### config.mk
export PLATFORM = sky130hd
export DESIGN_NAME = fsdc_core
export DESIGN_NICKNAME = d
export VERILOG_FILES = /design/src/rtl/fsdc_pkg.sv /design/src/rtl/fsdc_core.sv
export VERILOG_INCLUDE_DIRS = /design/src /design/src/rtl
export SDC_FILE = /design/constraint.sdc
export NUM_CORES = 1
export LEC_CHECK = 0
export BUFFER_PORTS_ARGS = -buffer_cell sky130_fd_sc_hd__buf_4
export CAP_MARGIN = 0
export CELL_PAD_IN_SITES_DETAIL_PLACEMENT = 1
export CELL_PAD_IN_SITES_GLOBAL_PLACEMENT = 1
export CORE_AREA = 2 2 142 117
export DETAILED_ROUTE_END_ITERATION = 8
export DIE_AREA = 0 0 144 119
export PLACE_DENSITY = 0.88
export SLEW_MARGIN = 20
export SYNTH_ARGS = -nofsm -noshare
export SYNTH_HDL_FRONTEND = slang
export SYNTH_SLANG_ARGS = --single-unit
### constraint.sdc
create_clock -name clock -period 3.4 [get_ports clock]
set_input_delay 0.51 -clock clock [delete_from_list [all_inputs] [get_ports clock]]
set_output_delay 0.51 -clock clock [all_outputs]
set_load 0.1 [all_outputs]
### src/rtl/fsdc_defines.svh
// Constants for the FIFO status and direct command block
`ifndef FSDC_DEFINES_SVH
`define FSDC_DEFINES_SVH
`define FSDC_ADR_FIFO_STATUS 5'h1C
`define FSDC_ADR_TX_LEN_UP 5'h1D
`define FSDC_ADR_TX_LEN_LO 5'h1E
`define FSDC_ADR_FIFO_DATA 5'h1F
`define FSDC_REG_RESET 8'h00
`define FSDC_FIFO_DEPTH 4'hC
`define FSDC_LVL_HIGH 4'h9
`define FSDC_LVL_LOW 4'h3
`define FSDC_BIT_HIGH 6
`define FSDC_BIT_LOW 5
`define FSDC_BIT_OVF 4
`define FSDC_CMD_IDLE 5'h00
`define FSDC_CMD_SWINIT 5'h03
`define FSDC_CMD_FIFO_RST 5'h0F
`define FSDC_CMD_TX 5'h10
`define FSDC_CMD_TX_CRC 5'h11
`define FSDC_CMD_DTX 5'h12
`define FSDC_CMD_DTX_CRC 5'h13
`define FSDC_CMD_SLOT 5'h14
`define FSDC_CMD_RX_BLOCK 5'h16
`define FSDC_CMD_RX_EN 5'h17
`define FSDC_CMD_RF_INT 5'h18
`define FSDC_CMD_RF_EXT 5'h19
`define FSDC_CMD_GAIN 5'h1A
`define FSDC_WIN_NS 100000
`define FSDC_CLK_MHZ 20
`define FSDC_WIN_CYC ((`FSDC_WIN_NS * `FSDC_CLK_MHZ) / 1000)
`define FSDC_EDGE_LIMIT 8'h02
`define FSDC_GAIN_MAX_STEP 2'h3
`endif

### src/rtl/fsdc_pkg.sv
// Types for the FIFO status and direct command block
package fsdc_pkg;
    typedef struct packed {
        logic valid;     // One-cycle host word strobe
        logic [7:0] word; // Address/command word
        logic [7:0] data; // Write data for address words
    } fsdc_host_t;
    typedef struct packed {
        logic start;     // One-cycle transmit start
        logic crc;       // Append CRC
        logic slot;      // One-cycle next-slot marker request
    } fsdc_tx_t;
    typedef enum logic [1:0] {
        FSDC_TX_IDLE, FSDC_TX_WAIT_DATA, FSDC_TX_WAIT_TIMER, FSDC_TX_BUSY
    } fsdc_txst_t;
    typedef enum logic [1:0] {
        FSDC_G_IDLE, FSDC_G_COUNT, FSDC_G_DECIDE
    } fsdc_gst_t;
endpackage

### src/rtl/fsdc_core.sv
// FIFO status, transmit length registers and direct command decoder
// Contract
// - Level-high flag B6 set when nine bytes held during reception.
// - Level-low flag B5 set when three bytes held during transmission.
// - Overflow flag B4 set when host writes into a full FIFO (code: in transmit only; in receive, receiver pushes set it).
// - Status bits B3:B0 report unread byte count minus one.
// - Upper length register holds count bits 11:4, resets zero.
// - Both length registers clear at transmit end of frame.
// - Lower register: count 3:0, partial bit count, partial flag.
// - Partial bit count used only when partial flag is one.
// - Code 00 is idle; code 03 acts as power-on reset.
// - Code 0F empties FIFO, clears status and collision position.
// - Codes 10 to 13 select immediate/delayed, without/with CRC.
// - Immediate transmission starts once first data byte is loaded.
// - CRC variants append CRC; others send no CRC.
// - Delayed transmission waits for the transmit timer trigger.
// - Code 14 sends next-slot marker, only in 15693 mode.
// - Code 18 measures level TX on; code 19 with TX off.
// - Code 1A counts edges over 100 us, raising threshold while >2.
// - Each gain step lowers sensitivity 5 dB, at most 15 dB.
// - Gain returns to maximum on reset or chip enable low.
// - Host word bit 7 command flag; bit 6 read; bit 5 continuous (the code ignores bit 5).
// - Block receiver holds decoder in reset until enable or TX end.
`timescale 1ns/10ps
`include "fsdc_defines.svh"
module fsdc_core (
    input wire logic clock, // 20 MHz clock
    input wire logic rst_n, // Synchronous reset, low
    input wire logic chip_en, // Chip enable; low resets
    input wire fsdc_pkg::fsdc_host_t host, // Host word and data
    input wire logic fifo_rd, // Framer takes one FIFO byte
    input wire logic rx_push, // Receiver pushes one byte
    input wire logic [7:0] rx_byte, // Received byte
    input wire logic tx_timer, // Transmit timer trigger
    input wire logic tx_eof, // Transmit end of frame sent
    input wire logic mode_15693, // ISO/IEC 15693 selected
    input wire logic rx_digital, // Digitised receiver output
    output logic [7:0] rd_data, // Register read data
    output logic [7:0] fifo_data, // FIFO head byte
    output fsdc_pkg::fsdc_tx_t tx_ctl, // Transmit control
    output logic [11:0] tx_byte_count, // Complete bytes to send
    output logic [2:0] partial_bit_count, // Bits in last byte
    output logic rx_block, // Receiver decoder held in reset
    output logic rssi_tx_on, // Pulse: measure level TX on
    output logic rssi_tx_off, // Pulse: measure level TX off
    output logic col_clear, // Pulse: clear collision position
    output logic [1:0] gain_step, // Gain reduction in 5 dB steps
    output logic gain_busy // Gain adjust running
);
    import fsdc_pkg::*;

    logic [7:0] mem [0:11];
    logic [3:0] wr_ptr;
    logic [3:0] rd_ptr;
    logic [3:0] level;
    logic ovf;
    logic [7:0] len_up;
    logic [7:0] len_lo;
    logic tx_dir;
    fsdc_txst_t tx_st;
    fsdc_gst_t g_st;
    logic [11:0] win_cnt;
    logic [7:0] edges;
    logic rx_q;
    logic init;
    logic is_cmd;
    logic [4:0] code;
    logic cmd_v;
    logic host_fifo_wr;
    logic fifo_wr;
    logic [7:0] wr_byte;
    logic fifo_pop;
    logic fifo_clr;
    logic full;
    logic reg_wr;

    // Reset, chip-disable and software init act alike
    assign init = !rst_n || !chip_en
        || (cmd_v && code == `FSDC_CMD_SWINIT);
    assign is_cmd = host.word[7];
    assign code = host.word[4:0];
    assign cmd_v = host.valid && is_cmd;
    assign reg_wr = host.valid && !is_cmd && !host.word[6];
    // Register 1F used as the FIFO data port
    assign host_fifo_wr = reg_wr && host.word[4:0] == `FSDC_ADR_FIFO_DATA;
    assign fifo_wr = tx_dir ? host_fifo_wr : rx_push;
    assign wr_byte = tx_dir ? host.data : rx_byte;
    assign full = level == `FSDC_FIFO_DEPTH;
    assign fifo_pop = fifo_rd && level != 4'h0;
    assign fifo_clr = cmd_v && code == `FSDC_CMD_FIFO_RST;
    assign col_clear = fifo_clr;

    always_ff @(posedge clock) begin
        if (fifo_wr && !full) begin
            mem[wr_ptr] <= wr_byte;
        end
    end

    function automatic logic [3:0] fsdc_inc(input logic [3:0] p);
        fsdc_inc = (p == `FSDC_FIFO_DEPTH - 4'h1) ? 4'h0 : p + 4'h1;
    endfunction

    always_ff @(posedge clock) begin
        if (init || fifo_clr) begin
            wr_ptr <= 4'h0;
            rd_ptr <= 4'h0;
            level <= 4'h0;
        end else begin
            if (fifo_wr && !full) begin
                wr_ptr <= fsdc_inc(wr_ptr);
            end
            if (fifo_pop) begin
                rd_ptr <= fsdc_inc(rd_ptr);
            end
            level <= level + {3'h0, fifo_wr && !full}
                - {3'h0, fifo_pop};
        end
    end

    // Overflow sticky until FIFO reset or init; a write into full sets it
    always_ff @(posedge clock) begin
        if (init || fifo_clr) begin
            ovf <= 1'b0;
        end else if (fifo_wr && full) begin
            ovf <= 1'b1;
        end
    end

    always_ff @(posedge clock) begin
        if (init) begin
            fifo_data <= `FSDC_REG_RESET;
        end else begin
            fifo_data <= mem[rd_ptr];
        end
    end

    // Direction: transmit after a transmission command, else receive
    always_ff @(posedge clock) begin
        if (init) begin
            tx_dir <= 1'b0;
        end else if (cmd_v && (code == `FSDC_CMD_TX
                || code == `FSDC_CMD_TX_CRC || code == `FSDC_CMD_DTX
                || code == `FSDC_CMD_DTX_CRC)) begin
            tx_dir <= 1'b1;
        end else if (tx_eof) begin
            tx_dir <= 1'b0;
        end
    end

    // Transmit length registers; end of frame wins over a host write
    always_ff @(posedge clock) begin
        if (init || tx_eof) begin
            len_up <= `FSDC_REG_RESET;
            len_lo <= `FSDC_REG_RESET;
        end else if (reg_wr) begin
            if (host.word[4:0] == `FSDC_ADR_TX_LEN_UP) begin
                len_up <= host.data;
            end
            if (host.word[4:0] == `FSDC_ADR_TX_LEN_LO) begin
                len_lo <= host.data;
            end
        end
    end

    assign tx_byte_count = {len_up, len_lo[7:4]};
    // Partial count forced to zero unless the partial flag is set
    assign partial_bit_count = len_lo[0] ? len_lo[3:1] : 3'h0;

    always_comb begin
        rd_data = 8'h00;
        case (host.word[4:0])
            `FSDC_ADR_FIFO_STATUS: begin
                rd_data[`FSDC_BIT_HIGH] = !tx_dir
                    && level == `FSDC_LVL_HIGH;
                rd_data[`FSDC_BIT_LOW] = tx_dir
                    && level == `FSDC_LVL_LOW;
                rd_data[`FSDC_BIT_OVF] = ovf;
                // Empty reads zero, so a FIFO reset leaves a clear status
                rd_data[3:0] = (level == 4'h0) ? 4'h0
                    : level - 4'h1;
            end
            `FSDC_ADR_TX_LEN_UP: rd_data = len_up;
            `FSDC_ADR_TX_LEN_LO: rd_data = len_lo;
            default: rd_data = 8'h00;
        endcase
    end

    // Transmit sequencer: immediate waits for data, delayed for timer
    always_ff @(posedge clock) begin
        if (init) begin
            tx_st <= FSDC_TX_IDLE;
            tx_ctl <= '0;
        end else begin
            tx_ctl.start <= 1'b0;
            tx_ctl.slot <= 1'b0;
            case (tx_st)
                FSDC_TX_IDLE: begin
                    if (cmd_v && (code == `FSDC_CMD_TX
                            || code == `FSDC_CMD_TX_CRC)) begin
                        tx_st <= FSDC_TX_WAIT_DATA;
                        tx_ctl.crc <= code[0];
                    end else if (cmd_v && (code == `FSDC_CMD_DTX
                            || code == `FSDC_CMD_DTX_CRC)) begin
                        tx_st <= FSDC_TX_WAIT_TIMER;
                        tx_ctl.crc <= code[0];
                    end else if (cmd_v && code == `FSDC_CMD_SLOT
                            && mode_15693) begin
                        tx_ctl.slot <= 1'b1;
                    end
                end
                FSDC_TX_WAIT_DATA: begin
                    if (level != 4'h0) begin
                        tx_ctl.start <= 1'b1;
                        tx_st <= FSDC_TX_BUSY;
                    end
                end
                FSDC_TX_WAIT_TIMER: begin
                    if (tx_timer) begin
                        tx_ctl.start <= 1'b1;
                        tx_st <= FSDC_TX_BUSY;
                    end
                end
                FSDC_TX_BUSY: begin
                    if (tx_eof) begin
                        tx_st <= FSDC_TX_IDLE;
                    end
                end
                default: tx_st <= FSDC_TX_IDLE;
            endcase
        end
    end

    // Receiver block: explicit enable or transmit end releases it
    always_ff @(posedge clock) begin
        if (init) begin
            rx_block <= 1'b0;
        end else if (cmd_v && code == `FSDC_CMD_RX_EN) begin
            rx_block <= 1'b0;
        end else if (tx_eof) begin
            rx_block <= 1'b0;
        end else if (cmd_v && code == `FSDC_CMD_RX_BLOCK) begin
            rx_block <= 1'b1;
        end
    end

    always_ff @(posedge clock) begin
        if (init) begin
            rssi_tx_on <= 1'b0;
            rssi_tx_off <= 1'b0;
        end else begin
            rssi_tx_on <= cmd_v && code == `FSDC_CMD_RF_INT;
            rssi_tx_off <= cmd_v && code == `FSDC_CMD_RF_EXT;
        end
    end

    // Gain adjust: count edges per window, step down while noisy
    always_ff @(posedge clock) begin
        if (init) begin
            g_st <= FSDC_G_IDLE;
            gain_step <= 2'h0;
            win_cnt <= 12'h000;
            edges <= 8'h00;
            rx_q <= 1'b0;
        end else begin
            rx_q <= rx_digital;
            case (g_st)
                FSDC_G_IDLE: begin
                    if (cmd_v && code == `FSDC_CMD_GAIN) begin
                        g_st <= FSDC_G_COUNT;
                        win_cnt <= 12'h000;
                        edges <= 8'h00;
                    end
                end
                FSDC_G_COUNT: begin
                    if (rx_q != rx_digital && edges != 8'hFF) begin
                        edges <= edges + 8'h01;
                    end
                    if (win_cnt == 12'(`FSDC_WIN_CYC - 1)) begin
                        g_st <= FSDC_G_DECIDE;
                    end else begin
                        win_cnt <= win_cnt + 12'h001;
                    end
                end
                FSDC_G_DECIDE: begin
                    if (edges > `FSDC_EDGE_LIMIT
                            && gain_step != `FSDC_GAIN_MAX_STEP) begin
                        gain_step <= gain_step + 2'h1;
                        g_st <= FSDC_G_COUNT;
                        win_cnt <= 12'h000;
                        edges <= 8'h00;
                    end else begin
                        g_st <= FSDC_G_IDLE;
                    end
                end
                default: g_st <= FSDC_G_IDLE;
            endcase
        end
    end

    assign gain_busy = g_st != FSDC_G_IDLE;
endmodule // fsdc_core

==> results.sh, run 1 <==
export IMPL_clock_sinks=167
export IMPL_synth_ff_type="edfxtp_1"
export IMPL_place_congestion=0.836
export IMPL_ys_types=55
export IMPL_ant_nets=0
export IMPL_synthesis_nets=679
export IMPL_required_ns=3.70
export IMPL_worstPathArrival_ns=3.35
export IMPL_cap_violations=0
export IMPL_place_ws_ns=0.313
export IMPL_worstSetupEndpointType="flop"
export IMPL_gr_total_overflow=0
export IMPL_start_util=0.466
export IMPL_finalCritPeriodShare=0.896
export IMPL_period_minus_slack_ns=3.05
export IMPL_r2r_start="tx_dir$_SDFFE_PP0P_"
export IMPL_critical_path_class="reg2reg"
export IMPL_cts_setup_buffers=0
export IMPL_synth_cells=622
export IMPL_multi_input_area_um2=2890
export IMPL_rsz0062_at_grt="false"
export IMPL_synth_area_top_cells="edfxtp_1, dfxtp_1, mux4_2"
export IMPL_cp_slowest_stage_delay_ns=0.66
export IMPL_yosys_warnings=0
export IMPL_outcome="finished clean"
export IMPL_vdd_ir_drop_max_uv=370
export IMPL_core_area_um2=15900
export IMPL_core_rowCount=42
export IMPL_synth_area_leader_cell="edfxtp_1"
export IMPL_r2r_cells=10
export IMPL_clk_pin_slew_worst_paths_ns=0.06
export IMPL_ff2ff_setup_slack_ns=0.35
export IMPL_drive_gt1_frac=0.234
export IMPL_grt_pass1_vias=5631
export IMPL_area_growth_pct=18.3
export IMPL_synth_edf_count=96
export IMPL_max_clock_path_buffers=2
export IMPL_min_to="rx_q$_SDFF_PP0_"
export IMPL_maxClockFrequency_mhz=328
export IMPL_cts_max_level=4
export IMPL_drc=0
export IMPL_setup_violations=0
export IMPL_relSlewSlack=0.295
export IMPL_cts_resized=0
export IMPL_grt_use_total=0.241
export IMPL_synthArstFlopShare=0
export IMPL_ys_seq_area_frac=0.580
export IMPL_dieArea_um2=17100
export IMPL_dieHeight_um=119
export IMPL_cts_root_buf="clkbuf_16"
export IMPL_io_buffers=73
export IMPL_fillCellCount=1649
export IMPL_grt_first_pass_wirelength_um=31200
export IMPL_wl_um=19600
export IMPL_cp_max_fo=13
export IMPL_via_per_inst=5.70
export IMPL_worst_pin_slew_ns=1.06
export IMPL_wire_per_inst_um=21.1
export IMPL_grt_max_degree=29
export IMPL_cts_tree="done"
export IMPL_crit_chain="nand3_1, o41ai_2, a21boi_4, inv_1, ha_1, inv_1, ha_1, fa_1, xor2_1, nor2_1"
export IMPL_finalClockSkew_ns=0.00681
export IMPL_leakage_nw=3.02
export IMPL_hold_buffers=0
export IMPL_final_setup_tns_ns=0
export IMPL_ys_ff_latch=167
export IMPL_whs_path_depth=3
export IMPL_cp_slowest_cell="dfxtp_1"
export IMPL_vias=5298
export IMPL_yosys_area_top_type_share=0.389
export IMPL_syn_avg_cell_area_um2=11.9
export IMPL_regArea_um2=4300
export IMPL_fin_ws_ns=0.353
export IMPL_cp_start_kind="flop"
export IMPL_die_x_um=144
export IMPL_antenna_found_initial=0
export IMPL_min_from="rx_digital"
export IMPL_diodes=0
export IMPL_numCtsBuffers=17
export IMPL_dr_pass1_iters=5
export IMPL_p_per_area_nw_per_um2=488
export IMPL_regToRegEndpoint="level[2]$_SDFF_PP0_"
export IMPL_final_hold_viol_count=0
export IMPL_netlist_area_um2=7420
export IMPL_report_final_slew_viol_count=0
export IMPL_io_pins=75
export IMPL_drt_iter0_markers=394
export IMPL_finalNetCount=756
export IMPL_clock_latency_ns=0.43
export IMPL_hold_path_class="in2reg"
export IMPL_hpwl_um=13700
-- worst max-delay path, delay by kind of cell, from the launching register on --
family,cells,cell delay (ns)
adder cells (fa/ha/maj),3,0.91
AO/OA/AOI/OAI,2,0.81
flip-flops,1,0.66
AND/OR/NAND/NOR,2,0.22
XOR/XNOR,1,0.18
buffers and inverters,2,0.13
-- worst max-delay path by stage --
stage,start,to,slack [ns]
final,tx_dir$_SDFFE_PP0P_,level[2]$_SDFF_PP0_,0.35
after global routing,tx_dir$_SDFFE_PP0P_,level[2]$_SDFF_PP0_,0.16
after CTS,tx_dir$_SDFFE_PP0P_,level[2]$_SDFF_PP0_,0.37
after detailed placement,host[15],level[2]$_SDFF_PP0_,0.31
after global placement,host[15],level[2]$_SDFF_PP0_,0.47
after floorplan,host[9],level[2]$_SDFF_PP0_,0.03
-- layout by cell type, fill, tap and decap left out, types with 7 or more instances in the layout --
cell type	count
dfxtp_1	71
buf_4	93
edfxtp_1	96
mux4_2	24
o21ai_1	8
inv_1	23
or3_1	7
nand2b_1	9
o21a_1	7
clkbuf_16	17
a21oi_1	39
mux2i_1	14
mux2_2	8
xor2_1	7
ha_1	22
nor3_1	15
nand2_1	53
a22oi_1	10
nor2_1	69
nand3_1	32
-- synthesized netlist by cell type (7+ instances only) --
| library cell | number |
|---|---|
| edfxtp_1 | 96 |
| dfxtp_1 | 71 |
| nor2_1 | 69 |
| nand2_1 | 53 |
| a21oi_1 | 39 |
| nand3_1 | 32 |
| mux4_2 | 24 |
| inv_1 | 23 |
| ha_1 | 22 |
| clkbuf_1 | 20 |
| nor3_1 | 15 |
| mux2i_1 | 14 |
| a22oi_1 | 10 |
| nand2b_1 | 9 |
| buf_2 | 8 |
| mux2_2 | 8 |
| o21ai_1 | 8 |
| o21a_1 | 7 |
| or3_1 | 7 |
| xor2_1 | 7 |
-- per-layer routing --
| metal | wire (um) | vias to the layer above | share of wire | track usage |
|---|---|---|---|---|
| met5 | 0 | - | 0 | 0 |
| met4 | 387 | 0 | 0.020 | 0.0815 |
| met3 | 858 | 25 | 0.044 | 0.0511 |
| met2 | 9920 | 126 | 0.51 | 0.405 |
| met1 | 8420 | 2722 | 0.43 | 0.311 |
| li1 | - | 2425 | - | - |
-- area by class of cell --
class                      count  share of cell area
sequential                   167               0.491
inverter                      24              0.0103
clock buffer                  20              0.0498
multi-input combinational    396               0.329
clock inverter                 9             0.00927
tap                          220              0.0314
timing repair buffer          93              0.0796
-- cells by family (layout without fill, tap and decap cells) --
logic type      count (synthesis)  in the layout  share of synthesized area
mux                            46             46                      0.104
compound gates                 97             97                     0.0891
flops                         167            167                      0.580
buf+inv                        59            146                     0.0337
xor+xnor                       13             13                     0.0154
fa+ha+maj                      23             23                     0.0398
simple gates                  217            217                      0.138
-- flip-flops by register name, summed over array words and instances, names as in the netlist --
register	count
level	4
len_up	8
rssi_tx_off	1
rx_q	1
wr_ptr	4
tx_st	2
g_st	2
fifo_data	8
win_cnt	12
len_lo	8
tx_ctl	3
tx_dir	1
rssi_tx_on	1
rx_block	1
gain_step	2
ovf	1
rd_ptr	4
mem	96
edges	8
-- metrics by stage --
stage          instance area (um^2)  hold slack (ns)   util  power [W]  instances
6_report                       8770            0.323  0.551    0.00428        929
5_1_grt                        8770            0.346  0.551    0.00442        929
4_1_cts                        8770            0.310  0.551    0.00431        929
3_5_place_dp                   8250            0.470  0.518    0.00257        900
3_3_place_gp                   8250            0.464  0.518    0.00254        900
2_1_floorplan                  7430            0.436      -    0.00244        622
-- power by group --
part           total [W]  switching [W]  internal (W)
sequential       0.00218      0.0000168       0.00216
clock            0.00176       0.000767      0.000989
combinational   0.000353       0.000225      0.000128
Note: power is estimated with default switching activity, not from simulation.
==> inputs of run 2 (changes only) <==
--- a/config.mk
+++ b/config.mk
@@ -10,10 +10,10 @@
 export CAP_MARGIN = 0
 export CELL_PAD_IN_SITES_DETAIL_PLACEMENT = 1
 export CELL_PAD_IN_SITES_GLOBAL_PLACEMENT = 1
-export CORE_AREA = 2 2 142 117
+export CORE_AREA = 2 2 150 123
 export DETAILED_ROUTE_END_ITERATION = 8
-export DIE_AREA = 0 0 144 119
-export PLACE_DENSITY = 0.88
+export DIE_AREA = 0 0 152 125
+export PLACE_DENSITY = 0.84
 export SLEW_MARGIN = 20
 export SYNTH_ARGS = -nofsm -noshare
 export SYNTH_HDL_FRONTEND = slang
==> constraint.sdc (replaced) <==
create_clock -name clock -period 2.8 [get_ports clock]
set_input_delay 0.42 -clock clock [delete_from_list [all_inputs] [get_ports clock]]
set_output_delay 0.42 -clock clock [all_outputs]
set_load 0.1 [all_outputs]
==> run 2 against run 1 <==
Cell count rose by 2.0%. Non-clock buffer count rose by 6. Die area rose by 11%. Clock power rose by 30%. Clock skew rose by 0.0016 ns. Wire length fell by 1.3%. Flip-flop and latch count did not move. Largest cell class unchanged. Largest power group unchanged.
==> results.sh, run 2 (synthesis results as in run 1) <==
export IMPL_cts_tree="done"
export IMPL_gr_total_overflow=0
export IMPL_hold_slack_ns=0.220
export IMPL_utilization=0.506
export IMPL_clock_latency_ns=0.43
export IMPL_wire_per_inst_um=20.4
export IMPL_via_per_inst=5.53
export IMPL_r2r_start="level[2]$_SDFF_PP0_"
export IMPL_final_hold_viol_count=0
export IMPL_die_x_um=152
export IMPL_io_buffers=73
export IMPL_finalClockSkew_ns=0.00843
export IMPL_max_clock_path_buffers=2
export IMPL_dpl_cell_count=916
export IMPL_required_ns=2.38
export IMPL_setup_violations=0
export IMPL_io_pins=75
export IMPL_r2r_cells=11
export IMPL_hold_path_class="in2reg"
export IMPL_power_w=0.00537
export IMPL_clock_sinks=167
export IMPL_min_from="rx_digital"
export IMPL_crit_chain="inv_2, ha_2, or3b_2, nand2_1, o22ai_2, buf_4"
export IMPL_area_growth_pct=20.6
export IMPL_finalNetCount=762
export IMPL_leakage_nw=3.11
export IMPL_reg_top3="mem x96, win_cnt x12"
export IMPL_final_setup_tns_ns=0
export IMPL_cts_root_buf="clkbuf_16"
export IMPL_largest_register_ffs=96
export IMPL_antenna_found_initial=0
export IMPL_dr_pass1_iters=4
export IMPL_worstPathArrival_ns=2.24
export IMPL_report_final_slew_viol_count=0
export IMPL_maxClockFrequency_mhz=376
export IMPL_worst_pin_slew_ns=0.956
export IMPL_core_rowCount=44
export IMPL_worst_path_buf_inv=2
export IMPL_numCtsBuffers=17
export IMPL_cp_depth=6
export IMPL_drc=0
export IMPL_top_register="mem"
export IMPL_start_util=0.420
export IMPL_relSlewSlack=0.362
export IMPL_grt_use_total=0.209
export IMPL_core_area_um2=17700
export IMPL_layoutNonFillerInstCount=948
export IMPL_drive_gt1_frac=0.256
export IMPL_cts_max_level=4
export IMPL_dieHeight_um=125
export IMPL_diodes=0
export IMPL_outcome="finished clean"
export IMPL_final_cell_mix="buf_4, edfxtp_1, dfxtp_1"
export IMPL_grt_first_pass_wirelength_um=30900
export IMPL_clk_pin_slew_worst_paths_ns=0.06
export IMPL_place_congestion=0.871
export IMPL_cp_start_kind="flop"
export IMPL_wl_um=19300
export IMPL_grt_max_degree=26
export IMPL_cp_slowest_stage_delay_ns=0.51
export IMPL_period_minus_slack_ns=2.66
export IMPL_final_common_cell="buf_4"
export IMPL_critPathLaunch="level[2]$_SDFF_PP0_"
export IMPL_whs_path_depth=3
export IMPL_hpwl_um=13500
export IMPL_grt_pass1_vias=5574
export IMPL_dieArea_um2=19000
export IMPL_p_per_area_nw_per_um2=601
export IMPL_cp_max_fo=5
export IMPL_cp_slowest_cell="or3b_2"
export IMPL_drt_iter0_markers=364
export IMPL_finalCritPeriodShare=0.950
export IMPL_rsz0062_at_grt="false"
export IMPL_vias=5247
export IMPL_cap_violations=0
export IMPL_ant_nets=0
export IMPL_vdd_ir_drop_max_uv=448
export IMPL_critical_path_class="reg2out"
export IMPL_crit_family="simple AND/OR/NAND/NOR gates"
export IMPL_worstSetupEndpointType="output port"
run 2: repair_timing:
action	4_1_cts	5_1_grt
endpoints found under the setup margin	0	7
setup buffers	0	0
resized for setup	0	2
hold buffers	0	0
run 2: metal layers:
layer | vias up | global-route usage | wire length [um] | share of wire
met3 | 20 | 0.0458 | 840 | 0.043
met1 | 2669 | 0.281 | 8950 | 0.46
met4 | 0 | 0.0676 | 235 | 0.012
met5 | - | 0 | 0 | 0
met2 | 123 | 0.340 | 9310 | 0.48
li1 | 2435 | - | - | -
run 2: worst paths after layout:
check	end	slack, ns
setup reg to reg	level[2]$_SDFF_PP0_	0.19
hold / removal	rx_q$_SDFF_PP0_	0.22
hold reg to reg	len_lo[1]$_SDFFE_PP0P_	0.48
setup / recovery	rd_data[3]	0.14
run 2: worst min-delay path: cells and delay by family:
family / cells / cell delay (ns)
and+or+nand+nor: 1 / 0.08
buffers and inverters: 2 / 0.12
run 2: final cells by class:
type	count	area [um^2]
fillers	1846	8730
flip-flops and latches	167	4300
multi-input cells	396	2930
repair buffers	99	756
clock buffers	25	504
well taps	230	288
inverters	24	90.1
clock inverters	7	68.8
run 2: where the power goes:
| group | switching (W) | internal, W | total [W] |
|---|---|---|---|
| sequential | 0.0000217 | 0.00262 | 0.00264 |
| clock | 0.000944 | 0.00134 | 0.00229 |
| combinational | 0.000278 | 0.000165 | 0.000443 |
run 2: through the flow:
stage / setup slack (ns) / instance area [um^2]
3_3_place_gp: 0.216 / 8370
2_1_floorplan: 0.179 / 7470
5_1_grt: 0.0387 / 8940
4_1_cts: 0.0600 / 8940
6_report: 0.139 / 8940
3_5_place_dp: 0.142 / 8370
==> inputs of run 3 (changes only) <==
--- a/config.mk
+++ b/config.mk
@@ -6,7 +6,7 @@
 export SDC_FILE = /design/constraint.sdc
 export NUM_CORES = 1
 export LEC_CHECK = 0
-export BUFFER_PORTS_ARGS = -buffer_cell sky130_fd_sc_hd__buf_4
+export BUFFER_PORTS_ARGS = -buffer_cell sky130_fd_sc_hd__buf_2
 export CAP_MARGIN = 0
 export CELL_PAD_IN_SITES_DETAIL_PLACEMENT = 1
 export CELL_PAD_IN_SITES_GLOBAL_PLACEMENT = 1
==> constraint.sdc (replaced) <==
create_clock -name clock -period 2.8 [get_ports clock]
set_input_delay 0.42 -clock clock [delete_from_list [all_inputs] [get_ports clock]]
set_output_delay 0.42 -clock clock [all_outputs]
set_load 0.005 [all_outputs]
==> run 3 against run 2 <==
Total power is 1.3% higher. Die area unchanged. Via count increased by 3.5%. Flip-flop and latch count did not move. Sequential share of layout area is 0.95 points higher. Fmax shrank 1.3%. Critical path depth grew 5. Sequential power is essentially flat. Global-route usage grew 0.73 points. Critical path type is now reg2reg. Largest cell class unchanged.
==> results.sh, run 3 (synthesis results as in run 1) <==
export IMPL_hpwl_um=14100
export IMPL_grt_use_total=0.217
export IMPL_cp_max_fo=5
export IMPL_hold_buffers=0
export IMPL_final_setup_tns_ns=0
export IMPL_critical_path_class="reg2reg"
export IMPL_period_minus_slack_ns=2.70
export IMPL_vias=5432
export IMPL_power_clock_fraction=0.446
export IMPL_numCtsBuffers=17
export IMPL_area_growth_pct=18.3
export IMPL_hold_slack_ns=0.228
export IMPL_p_per_area_nw_per_um2=620
export IMPL_hold_path_class="in2reg"
export IMPL_outcome="finished clean"
export IMPL_io_pins=75
export IMPL_cts_tree="done"
export IMPL_cp_start_kind="flop"
export IMPL_core_rowCount=44
export IMPL_clk_pin_slew_worst_paths_ns=0.06
export IMPL_setup_violations=0
export IMPL_wl_um=20100
export IMPL_via_per_inst=5.69
export IMPL_finalClockSkew_ns=0.00765
export IMPL_leakage_nw=3.11
export IMPL_grt_pass1_vias=5743
export IMPL_utilization=0.496
export IMPL_final_common_cell="edfxtp_1"
export IMPL_worstSetupEndpointType="flop"
export IMPL_crit_chain="inv_2, ha_1, or3b_2, nand2_1, inv_1, ha_1, inv_1, ha_1, fa_1, xor2_1, nor2_1"
export IMPL_gr_total_overflow=0
export IMPL_finalCritPeriodShare=0.963
export IMPL_grt_first_pass_wirelength_um=31700
export IMPL_core_area_um2=17700
export IMPL_worstPathArrival_ns=3.06
export IMPL_relSlewSlack=0.369
export IMPL_final_hold_viol_count=0
export IMPL_worst_path_buf_inv=3
export IMPL_final_area_um2=8770
export IMPL_dieHeight_um=125
export IMPL_drive_gt1_frac=0.252
export IMPL_crit_path_frequent_cell="ha_1"
export IMPL_grt_max_degree=23
export IMPL_rsz0062_at_grt="false"
export IMPL_swShare=0.232
export IMPL_p_sw_w=0.00127
export IMPL_finalNetCount=769
export IMPL_final_cell_mix="edfxtp_1, buf_2, dfxtp_1"
export IMPL_worst_pin_slew_ns=0.945
export IMPL_start_util=0.420
export IMPL_maxClockFrequency_mhz=371
export IMPL_vdd_ir_drop_max_uv=421
export IMPL_cp_slowest_stage_delay_ns=0.52
export IMPL_top_register="mem"
export IMPL_io_buffers=73
export IMPL_place_congestion=0.857
export IMPL_cts_root_buf="clkbuf_16"
export IMPL_required_ns=3.16
export IMPL_antenna_found_initial=0
export IMPL_cp_slowest_cell="or3b_2"
export IMPL_drc=0
export IMPL_reg_top3="mem x96, win_cnt x12"
export IMPL_ant_nets=0
export IMPL_clock_sinks=167
export IMPL_clock_latency_ns=0.43
export IMPL_placed_area_um2=8170
export IMPL_die_x_um=152
export IMPL_drt_iter0_markers=297
export IMPL_max_clock_path_buffers=2
export IMPL_largest_register_ffs=96
export IMPL_ff2ff_setup_slack_ns=0.10
export IMPL_crit_family="adder cells"
export IMPL_diodes=0
export IMPL_dr_pass1_iters=5
export IMPL_cap_violations=0
export IMPL_cts_max_level=4
export IMPL_wire_per_inst_um=21.1
export IMPL_pwr_share_seq=0.485
export IMPL_intPower_w=0.00418
export IMPL_combinationalPowerShare=0.070
export IMPL_dieArea_um2=19000
export IMPL_report_final_slew_viol_count=0
==> run 3: timing repair <==
| item | in CTS | in global routing |
|---|---|---|
| endpoints found under the setup margin | 0 | 2 |
| gates resized for setup | 0 | 1 |
| setup buffers | 0 | 0 |
==> run 3: power by group through the flow <==
| stage | clock network [W] | registers (W) | logic (W) |
|---|---|---|---|
| 3_3_place_gp | 0 | 0.00269 | 0.000346 |
| 5_1_grt | 0.00255 | 0.00264 | 0.000414 |
| 6_report | 0.00243 | 0.00264 | 0.000379 |
| 2_1_floorplan | 0 | 0.00269 | 0.000226 |
| 3_5_place_dp | 0 | 0.00269 | 0.000371 |
| 4_1_cts | 0.00245 | 0.00264 | 0.000377 |
==> run 3: tightest hold or removal path: stages <==
cell	delay, ns
buf_2	0.11
inv_1	0.05
nor2_1	0.04
==> run 3: final timing paths <==
kind | start | end | depth (start not counted)
setup / recovery | level[2]$_SDFF_PP0_ | level[2]$_SDFF_PP0_ | 11
hold / removal | rx_digital | rx_q$_SDFF_PP0_ | 3
setup reg to reg | level[2]$_SDFF_PP0_ | level[2]$_SDFF_PP0_ | 11
hold reg to reg | len_up[6]$_SDFFE_PP0P_ | len_up[6]$_SDFFE_PP0P_ | 2
==> run 3: layout make-up <==
class | count | area, um^2
Clock buffer | 18 | 429
Sequential cell | 167 | 4300
Timing Repair Buffer | 106 | 613
Inverter | 24 | 90.1
Multi-Input combinational cell | 396 | 2870
Clock inverter | 14 | 174
Fill cell | 1863 | 8900
Tap cell | 230 | 288
==> run 3: routing by layer <==
| layer | up-vias | wire length, um | GRT usage | share of wire |
|---|---|---|---|---|
| met1 | 2747 | 8510 | 0.274 | 0.42 |
| li1 | 2457 | - | - | - |
| met4 | 0 | 546 | 0.0869 | 0.027 |
| met2 | 189 | 9870 | 0.358 | 0.49 |
| met5 | - | 0 | 0 | 0 |
| met3 | 39 | 1180 | 0.0551 | 0.059 |
==> run 3: stage by stage <==
stage	setup slack, ns	std cells	power (W)
2_1_floorplan	0.291	622	0.00291
3_3_place_gp	0.196	923	0.00303
3_5_place_dp	0.0836	923	0.00306
4_1_cts	0.0347	955	0.00547
5_1_grt	0.0408	955	0.00560
6_report	0.105	955	0.00544
